### src/pkg/pair_transfer_regs.vh
// Opcode encodings and field positions for the pair-transfer decoder.
// Included by the decoder; definitions only.
`ifndef PAIR_TRANSFER_REGS_VH
`define PAIR_TRANSFER_REGS_VH

`define OP_READ_TIMER1_TO_PAIR      10'h270
`define OP_READ_TIMER2_TO_PAIR      10'h271
`define OP_READ_TIMER3_TO_PAIR      10'h272
`define OP_READ_TIMER4_TO_PAIR      10'h273
`define OP_READ_CONV_RESULT_TO_PAIR 10'h279
`define OP_READ_EXT_REG_TO_PAIR     10'h02A

`define CONVERTER_MODE_SELECT_BIT   3
`define ACC_RESET                   4'h0
`define REG_B_RESET                 4'h0

`endif

### src/logic/pair_transfer_instructions.v
// Decode and execute for the instructions that read an 8-bit source into B:A.
// Assumes the core presents one opcode per instruction-cycle enable, and that
// sources are on clk. Other opcodes change A and B here only through acc_wr and reg_b_wr.
//
// Operation
// - Opcode 270h loads B with timer 1 bits 7..4 and A with bits 3..0, no carry change, no skip.
// - Opcode 271h loads B with timer 2 bits 7..4 and A with bits 3..0, no carry change, no skip.
// - The timer 3 read puts timer 3 bits 7..4 into B and bits 3..0 into A in one cycle.
// - Opcode 273h loads B with timer 4 bits 7..4 and A with bits 3..0, no carry change, no skip.
// - Opcode 279h in conversion mode copies result bits 9..6 into B and bits 5..2 into A.
// - Opcode 279h in comparator mode copies result bits 7..4 into B and bits 3..0 into A.
// - The mode bit is bit 3 of the converter control register.
// - Opcode 02Ah loads B with register E bits 7..4 and A with bits 3..0, no carry change, no skip.
`include "pair_transfer_regs.vh"
`timescale 1ns/1ns
`default_nettype none

module pair_transfer_instructions (
  // Clock and reset
  input  wire        clk,
  input  wire        arst_n,
  // Instruction stream
  input  wire        instr_en,
  input  wire [9:0]  opcode,
  // Sources
  input  wire [7:0]  timer1,
  input  wire [7:0]  timer2,
  input  wire [7:0]  timer3,
  input  wire [7:0]  timer4,
  input  wire [9:0]  conv_result,
  input  wire [3:0]  converter_control_reg,
  input  wire [7:0]  ext_reg,
  // Accumulator and register B writes from other instructions
  input  wire        acc_wr,
  input  wire [3:0]  acc_wdata,
  input  wire        reg_b_wr,
  input  wire [3:0]  reg_b_wdata,
  // Results
  output reg  [3:0]  acc_r,
  output reg  [3:0]  reg_b_r,
  output reg         pair_load_r,
  output reg         skip_r,
  output reg         carry_we_r
);

  // Decode widths
  localparam OP_W  = 10;
  localparam SRC_W = 8;
  localparam NIB_W = 4;

  // Source select codes
  localparam SEL_NONE = 3'h0;
  localparam SEL_TMR1 = 3'h1;
  localparam SEL_TMR2 = 3'h2;
  localparam SEL_TMR3 = 3'h3;
  localparam SEL_TMR4 = 3'h4;
  localparam SEL_CONV = 3'h5;
  localparam SEL_EXT  = 3'h6;

  // Opcode to source select
  function [2:0] source_of;
    input [OP_W-1:0] op;
    begin
      case (op)
        `OP_READ_TIMER1_TO_PAIR:      source_of = SEL_TMR1;
        `OP_READ_TIMER2_TO_PAIR:      source_of = SEL_TMR2;
        `OP_READ_TIMER3_TO_PAIR:      source_of = SEL_TMR3;
        `OP_READ_TIMER4_TO_PAIR:      source_of = SEL_TMR4;
        `OP_READ_CONV_RESULT_TO_PAIR: source_of = SEL_CONV;
        `OP_READ_EXT_REG_TO_PAIR:     source_of = SEL_EXT;
        default:                      source_of = SEL_NONE;
      endcase
    end
  endfunction

  // Any pair-transfer opcode
  function is_pair_op;
    input [OP_W-1:0] op;
    begin
      is_pair_op = (source_of(op) != SEL_NONE);
    end
  endfunction

  wire [2:0]       sel;
  wire             hit;
  wire             take_pair;
  wire             converter_mode_select_bit;
  reg  [SRC_W-1:0] conv_window;
  reg  [SRC_W-1:0] src;
  wire [NIB_W-1:0] src_hi;
  wire [NIB_W-1:0] src_lo;
  reg  [NIB_W-1:0] acc_nxt;
  reg  [NIB_W-1:0] reg_b_nxt;
  genvar           g;

  // Decode of the current word
  assign sel       = source_of(opcode);
  assign hit       = is_pair_op(opcode);
  assign take_pair = instr_en & hit;

  assign converter_mode_select_bit = converter_control_reg[`CONVERTER_MODE_SELECT_BIT];

  // Result window by converter mode
  always @* begin
    if (converter_mode_select_bit) begin
      conv_window = conv_result[7:0];
    end else begin
      conv_window = conv_result[9:2];
    end
  end

  // Source multiplexer
  always @* begin
    src = 8'h00;
    case (sel)
      SEL_TMR1: begin
        src = timer1;
      end
      SEL_TMR2: begin
        src = timer2;
      end
      SEL_TMR3: begin
        src = timer3;
      end
      SEL_TMR4: begin
        src = timer4;
      end
      SEL_CONV: begin
        src = conv_window;
      end
      SEL_EXT: begin
        src = ext_reg;
      end
      default: begin
        src = 8'h00;
      end
    endcase
  end

  // Nibble split, high half to B
  generate
    for (g = 0; g < NIB_W; g = g + 1) begin : g_split
      assign src_hi[g] = src[g + NIB_W];
      assign src_lo[g] = src[g];
    end
  endgenerate

  // Accumulator next value
  always @* begin
    acc_nxt = acc_r;
    if (take_pair) begin
      acc_nxt = src_lo;
    end else if (acc_wr) begin
      acc_nxt = acc_wdata;
    end
  end

  // Register B next value
  always @* begin
    reg_b_nxt = reg_b_r;
    if (take_pair) begin
      reg_b_nxt = src_hi;
    end else if (reg_b_wr) begin
      reg_b_nxt = reg_b_wdata;
    end
  end

  // Accumulator
  always @(posedge clk or negedge arst_n) begin
    if (!arst_n) begin
      acc_r <= `ACC_RESET;
    end else begin
      acc_r <= acc_nxt;
    end
  end

  // Register B
  always @(posedge clk or negedge arst_n) begin
    if (!arst_n) begin
      reg_b_r <= `REG_B_RESET;
    end else begin
      reg_b_r <= reg_b_nxt;
    end
  end

  // Executed-transfer pulse
  always @(posedge clk or negedge arst_n) begin
    if (!arst_n) begin
      pair_load_r <= 1'b0;
    end else begin
      pair_load_r <= take_pair;
    end
  end

  always @(posedge clk or negedge arst_n) begin
    if (!arst_n) begin
      skip_r <= 1'b0;
    end else begin
      skip_r <= 1'b0;
    end
  end

  always @(posedge clk or negedge arst_n) begin
    if (!arst_n) begin
      carry_we_r <= 1'b0;
    end else begin
      carry_we_r <= 1'b0;
    end
  end

endmodule // pair_transfer_instructions

`default_nettype wire

### config.mk
export PLATFORM = sky130hd
export DESIGN_NAME = pair_transfer_instructions
export DESIGN_NICKNAME = d
export VERILOG_FILES = /design/src/logic/pair_transfer_instructions.v
export VERILOG_INCLUDE_DIRS = /design/src /design/src/pkg
export SDC_FILE = /design/constraint.sdc
export NUM_CORES = 1
export LEC_CHECK = 0
export BUFFER_PORTS_ARGS = -buffer_cell sky130_fd_sc_hd__buf_2
export CORE_ASPECT_RATIO = 1.4
export CORE_MARGIN = 2
export CORE_UTILIZATION = 30
export CTS_BUF_LIST = sky130_fd_sc_hd__clkbuf_4 sky130_fd_sc_hd__clkbuf_8
export CTS_CLUSTER_DIAMETER = 100
export CTS_CLUSTER_SIZE = 12
export DETAILED_ROUTE_END_ITERATION = 12
export PLACE_DENSITY = 0.65
export SLEW_MARGIN = 5
export SYNTH_ARGS = -nofsm -noshare
export SYNTH_HDL_FRONTEND = slang
export SYNTH_SLANG_ARGS = --single-unit
### constraint.sdc
create_clock -name clk -period 0.86 [get_ports clk]
set_input_delay 0.086 -clock clk [delete_from_list [all_inputs] [get_ports clk]]
set_output_delay 0.086 -clock clk [all_outputs]
set_load 0.02 [all_outputs]
# Yosys cells after proc, flatten, opt, wreduce, memory -nomap -nowiden

Cells that the tools add are included.

$add $sub $neg: 0
Multipliers: 0
Divide/modulo/power cells: 0
Magnitude comparators: 0
Equality and inequality tests: 12
Shift-type cells: 0
Muxes and demuxes: 7
Bitwise gates (word level): 1
Reduce and logical (&&, ||, !) cells: 3

Operators with widths:

| cell                   | count |
|---|---|
| $eq A10 B10 Y1 const B | 5 |
| $pmux W8 S6            | 1 |
| $pmux W3 S6            | 1 |
| $mux W4                | 4 |
| $eq A10 B6 Y1 const B  | 1 |
| $eq A3 B3 Y1 const B   | 3 |
| $mux W8                | 1 |
| $eq A3 B2 Y1 const B   | 2 |
| $reduce_bool A2 Y1     | 2 |
| $eq A3 B1 Y1 const B   | 1 |
| $reduce_bool A3 Y1     | 1 |
| $and A1 B1 Y1          | 1 |

Flip-flop bits (word level): 9
Bits in latches: 0
Memory bits (writable): 0
ROM bits: 0
Output and inout bits: 11
Logic and storage cells: 26
Memories kept: 0

# Depth between registers and ports, before layout

Word-level depth: 5
Depth in mapped cells: 8
Depth with buffers taken out: 5

# Least setup slack after synthesis

OpenSTA, ideal clock, no wires.

Path type: input-to-reg
From: input opcode[0]
To: register reg_b_r[2]
Setup time: 129 ps
Arrival: 1198 ps
Required time: 731 ps
Path slack: -466 ps
Stages: 8
Path through: buf_2 -> nor2_1 -> and3_1 -> o2111a_1 -> buf_6 -> buf_8 -> a211oi_2 -> a31oi_1

Cells in the longest elaborated chain, start to end: 5
Elaborated cells between the ends (all ways): 18
Classes of those cells: 12 x eq/ne; 3 x mux; 1 x bitwise; 2 x reduce/logical

RTL lines:

| item                                                   | RTL line                         | RTL |
|---|---|---|
| from (decl)                                            | pair_transfer_instructions.v:24  | `input wire [9:0] opcode,` |
| $eq A10 B6 Y1 / $eq A10 B10 Y1 (equally long branches) | pair_transfer_instructions.v:64  | `case (op)` |
| $pmux W3 S6 (*)                                        | pair_transfer_instructions.v:64  |  |
| $reduce_bool A3 Y1 (*)                                 | pair_transfer_instructions.v:80  | `is_pair_op = (source_of(op) != SEL_NONE);` |
| $and A1 B1 Y1 (*)                                      | pair_transfer_instructions.v:99  | `assign take_pair = instr_en & hit;` |
| net take_pair                                          | pair_transfer_instructions.v:86  | `wire take_pair;` |
| $mux W4 / $reduce_bool A2 Y1 (equally long branches)   | --                               |  |
| to (signal assigned)                                   | pair_transfer_instructions.v:180 | `` reg_b_r <= `REG_B_RESET; `` |
| to (signal assigned)                                   | pair_transfer_instructions.v:182 | `reg_b_r <= reg_b_nxt;` |
| to (decl)                                              | pair_transfer_instructions.v:40  | `output reg [3:0] reg_b_r,` |

Mark *: on every way through the listed nets, which the timed path passes. The rest lies on a longest branch.
A chain may end at the register's enable or synchronous reset.

# Worst setup path after layout

From: input opcode[6]
To: register reg_b_r[3]

Cells in the longest elaborated chain, start to end: 5
Elaborated cells between the ends (all ways): 18
Classes of those cells: 12 x eq/ne; 3 x mux; 1 x bitwise; 2 x reduce/logical

RTL lines:

| item                                                   | RTL line                                                          | RTL |
|---|---|---|
| $eq A10 B6 Y1 / $eq A10 B10 Y1 (equally long branches) | pair_transfer_instructions.v:64                                   |  |
| $pmux W3 S6 (*)                                        | pair_transfer_instructions.v:64                                   |  |
| $eq A3 B3 Y1, or another cell as far along             | pair_transfer_instructions.v:115                                  | `case (sel)` |
| $pmux W8 S6 / $and A1 B1 Y1 (equally long branches)    | pair_transfer_instructions.v:115, pair_transfer_instructions.v:99 |  |
| $mux W4 / $reduce_bool A2 Y1 (equally long branches)   | --                                                                |  |

Mark *: on every way between the ends. The rest lies on a longest branch, timed or not.

==> run summary <==
Status - complete, but fails checks
Failing checks - negative setup slack
Total GRT Usage - 17.7%
Clock buffer depth - 2
First-pass GRT wire length - 5180 um
Worst EP required - 1010 ps
Total gr overflow - 0
Number of diodes - 0
Pre-CTS setup slack - -498 ps
Fin Setup TNS - -2170 ps
TritonCTS Sinks - 9
Routed wire per std cell - 12.6 um
PnR worst setup slack - -247 ps
Cts bufs inserted - 3
Hold Path Depth - 3
Area delta synth->final - 76.7%
DIE AREA - 3750 um2
Netlist cell types - 28
Largest net degree at the start of global routing - 14
Fillers - 303
Reg area - 225 um2
Die Ht - 71.7 um
WHS Endpoint - reg_b_r[2]
Hpwl dp - 2620 um
Final period utilization - 129%
Register area share after synthesis - 23.0%
Fmax - 903 MHz
Worst skew pair latency - 230 ps
Synthesis warning total - 0
Initial DRC count - 10
CORE AREA - 3120 um2
Power Density - 958 nW/um2
Endpoints failing setup - 14
Residual DRC count - 0
Post-Syn Area - 981 um2
Final number of max-transition violations - 0
IO Port Bufs - 82
Worst EP arrival - 1260 ps
CP Max Fanout - 9
ANT nets after route - 0
Hold path startpoint - reg_b_wdata[2]
Hold Crit Class - in -> reg
Critical Path Start Type - input port
Final Core Density - 55.5%
Fin nets - 284
H-tree levels - 1
Area of the multi-input gates - 733 um2
Total Wirelength - 3080 um
Starting Density - 31.4%
Pleak - 0.837 nW
Setup CP Type - in -> reg
R2R cell count - 3
Number of global-route vias before repair - 1323
Via count - 1234
Layout cells sized above 1 - 59.7%
RSZ-0062 raised after global routing - yes
Initial antenna violation count - 0
Final Hold Vio Count - 0
Worst R2R End - acc_r[0]
Die W - 52.3 um
R2r startpoint - acc_r[0]
Nature of the critical path endpoint - flip-flop
Drt via density - 5.04
Number of core rows - 24
GPL Wtd Cong - 0.729
Cells after Synth - 109
CTS clk-pin slew, worst paths - 40 ps
Fin Clk Skew - 0 ps
Max-cap violations - 0
TritonCTS clock tree - yes
Peak supply drop - 0.469 mV
Flops & latches, synth - 9
Final worst path period need - 1110 ps
Syn_area_per_cell - 9.00 um2
Pre-Repair DR Iteration Count - 4
Clock root cell - clkbuf_8
Reg2Reg Setup Slack - -30 ps
IO Pins - 88
[timing repair]
action,in CTS,in global routing
gates resized for setup,23,10
buffers inserted,1,0
pin swaps,1,2
cloned,1,0
endpoints found under the hold margin,9,0
hold buffers,1,0
endpoints found under the setup margin,14,16
[routing by layer]
| layer | global-route usage (%) | wire (um) | vias to the layer above | share of wire [%] |
|---|---|---|---|---|
| met5 | 0 | 0 | - | 0 |
| met4 | 8.26 | 78 | 0 | 2.5 |
| met3 | 2.29 | 263 | 7 | 8.5 |
| met2 | 32.6 | 1620 | 64 | 53 |
| met1 | 19.0 | 1120 | 550 | 36 |
| li1 | - | - | 613 | - |
[area by class of cell]
class	count	area share, %
multi-input combinational	91	42.3
timing repair buffer	102	39.1
tap	39	2.82
sequential	9	13.0
clock buffer	4	2.82
[flip-flops by register name, summed over array words and instances, names as in the netlist]
register	flops
acc_r	4
reg_b_r	4
pair_load_r	1
[worst max-delay path by stage]
stage,from,to,slack [ps]
after global routing,opcode[6],acc_r[0],-310
after detailed placement,opcode[3],acc_r[0],-500
final,opcode[6],reg_b_r[3],-250
after CTS,opcode[6],reg_b_r[3],-230
after global placement,opcode[6],reg_b_r[1],-440
after floorplan,opcode[3],reg_b_r[2],-400
[synth_stat cells (all sizes together)]
cell / number / area (um2)
nor2: 5 / 18.8
o2111a: 1 / 11.3
nor4: 1 / 12.5
a21oi: 1 / 5.00
nand2: 7 / 26.3
o22ai: 7 / 43.8
conb: 1 / 3.75
nand3b: 1 / 7.51
a31oi: 8 / 50.1
a32oi: 2 / 17.5
nor3b: 1 / 7.51
nor2b: 8 / 50.1
and3: 2 / 12.5
mux2i: 16 / 160
nand2b: 3 / 18.8
nor3: 1 / 5.00
nor4b: 1 / 23.8
dfrtp: 9 / 225
buf: 10 / 77.6
o21ai: 2 / 10.0
a211oi: 9 / 72.6
nand4b: 1 / 8.76
a22oi: 6 / 45.0
mux2: 6 / 67.6
[logic make-up (layout without fill, tap and decap cells)]
logic type,Yosys count,count (layout),synth area share [%]
AND/OR/NAND/NOR,31,31,19.5
multiplexers,22,22,23.2
buffers and inverters,10,106,7.91
flip-flops,9,9,23.0
AO/OA/AOI/OAI,36,36,26.0
other,1,2,0.382
[power breakdown]
group          internal, mW  total (mW)  switching (mW)
Sequential            0.460       0.481          0.0209
Clock                 0.354       0.514           0.160
Combinational         0.386       0.664           0.279
[metrics by stage]
stage,power [mW],std cells,area [um2],hold WS [ps]
after floorplan,0.766,110,1010,-210
after global placement,1.05,239,1530,-58.6
after detailed placement,1.06,239,1530,-55.1
after CTS,1.65,246,1720,160
after global routing,1.75,245,1730,171
final,1.66,245,1730,154
[cell usage in the layout, fill, tap and decap left out]
cell,instances
and3_1,1
nor4b_4,1
o21ai_0,2
buf_4,10
a21oi_1,1
conb_1,2
a211oi_4,1
nor3_1,1
buf_12,2
nand2b_1,2
nand4b_1,1
nor4_2,1
buf_6,17
a31oi_1,8
dfrtp_1,9
o2111a_2,1
nand3b_1,1
buf_2,72
dlygate4sd3_1,1
mux2i_1,16
nor2b_1,8
nand2b_4,1
mux2_2,6
clkbuf_8,3
nor3b_1,1
a32oi_1,2
and3_4,1
a211oi_2,6
clkbuf_4,1
nor2_1,5
a22oi_1,6
o22ai_1,7
a211oi_1,2
nand2_1,7
[critical path, stage by stage]
cell	delay, ps
buf_6	100
nor4b_4	240
and3_4	220
o2111a_2	260
buf_12	150
a211oi_1	50
a31oi_1	150
No activity file was read; power rests on OpenSTA's default activity.
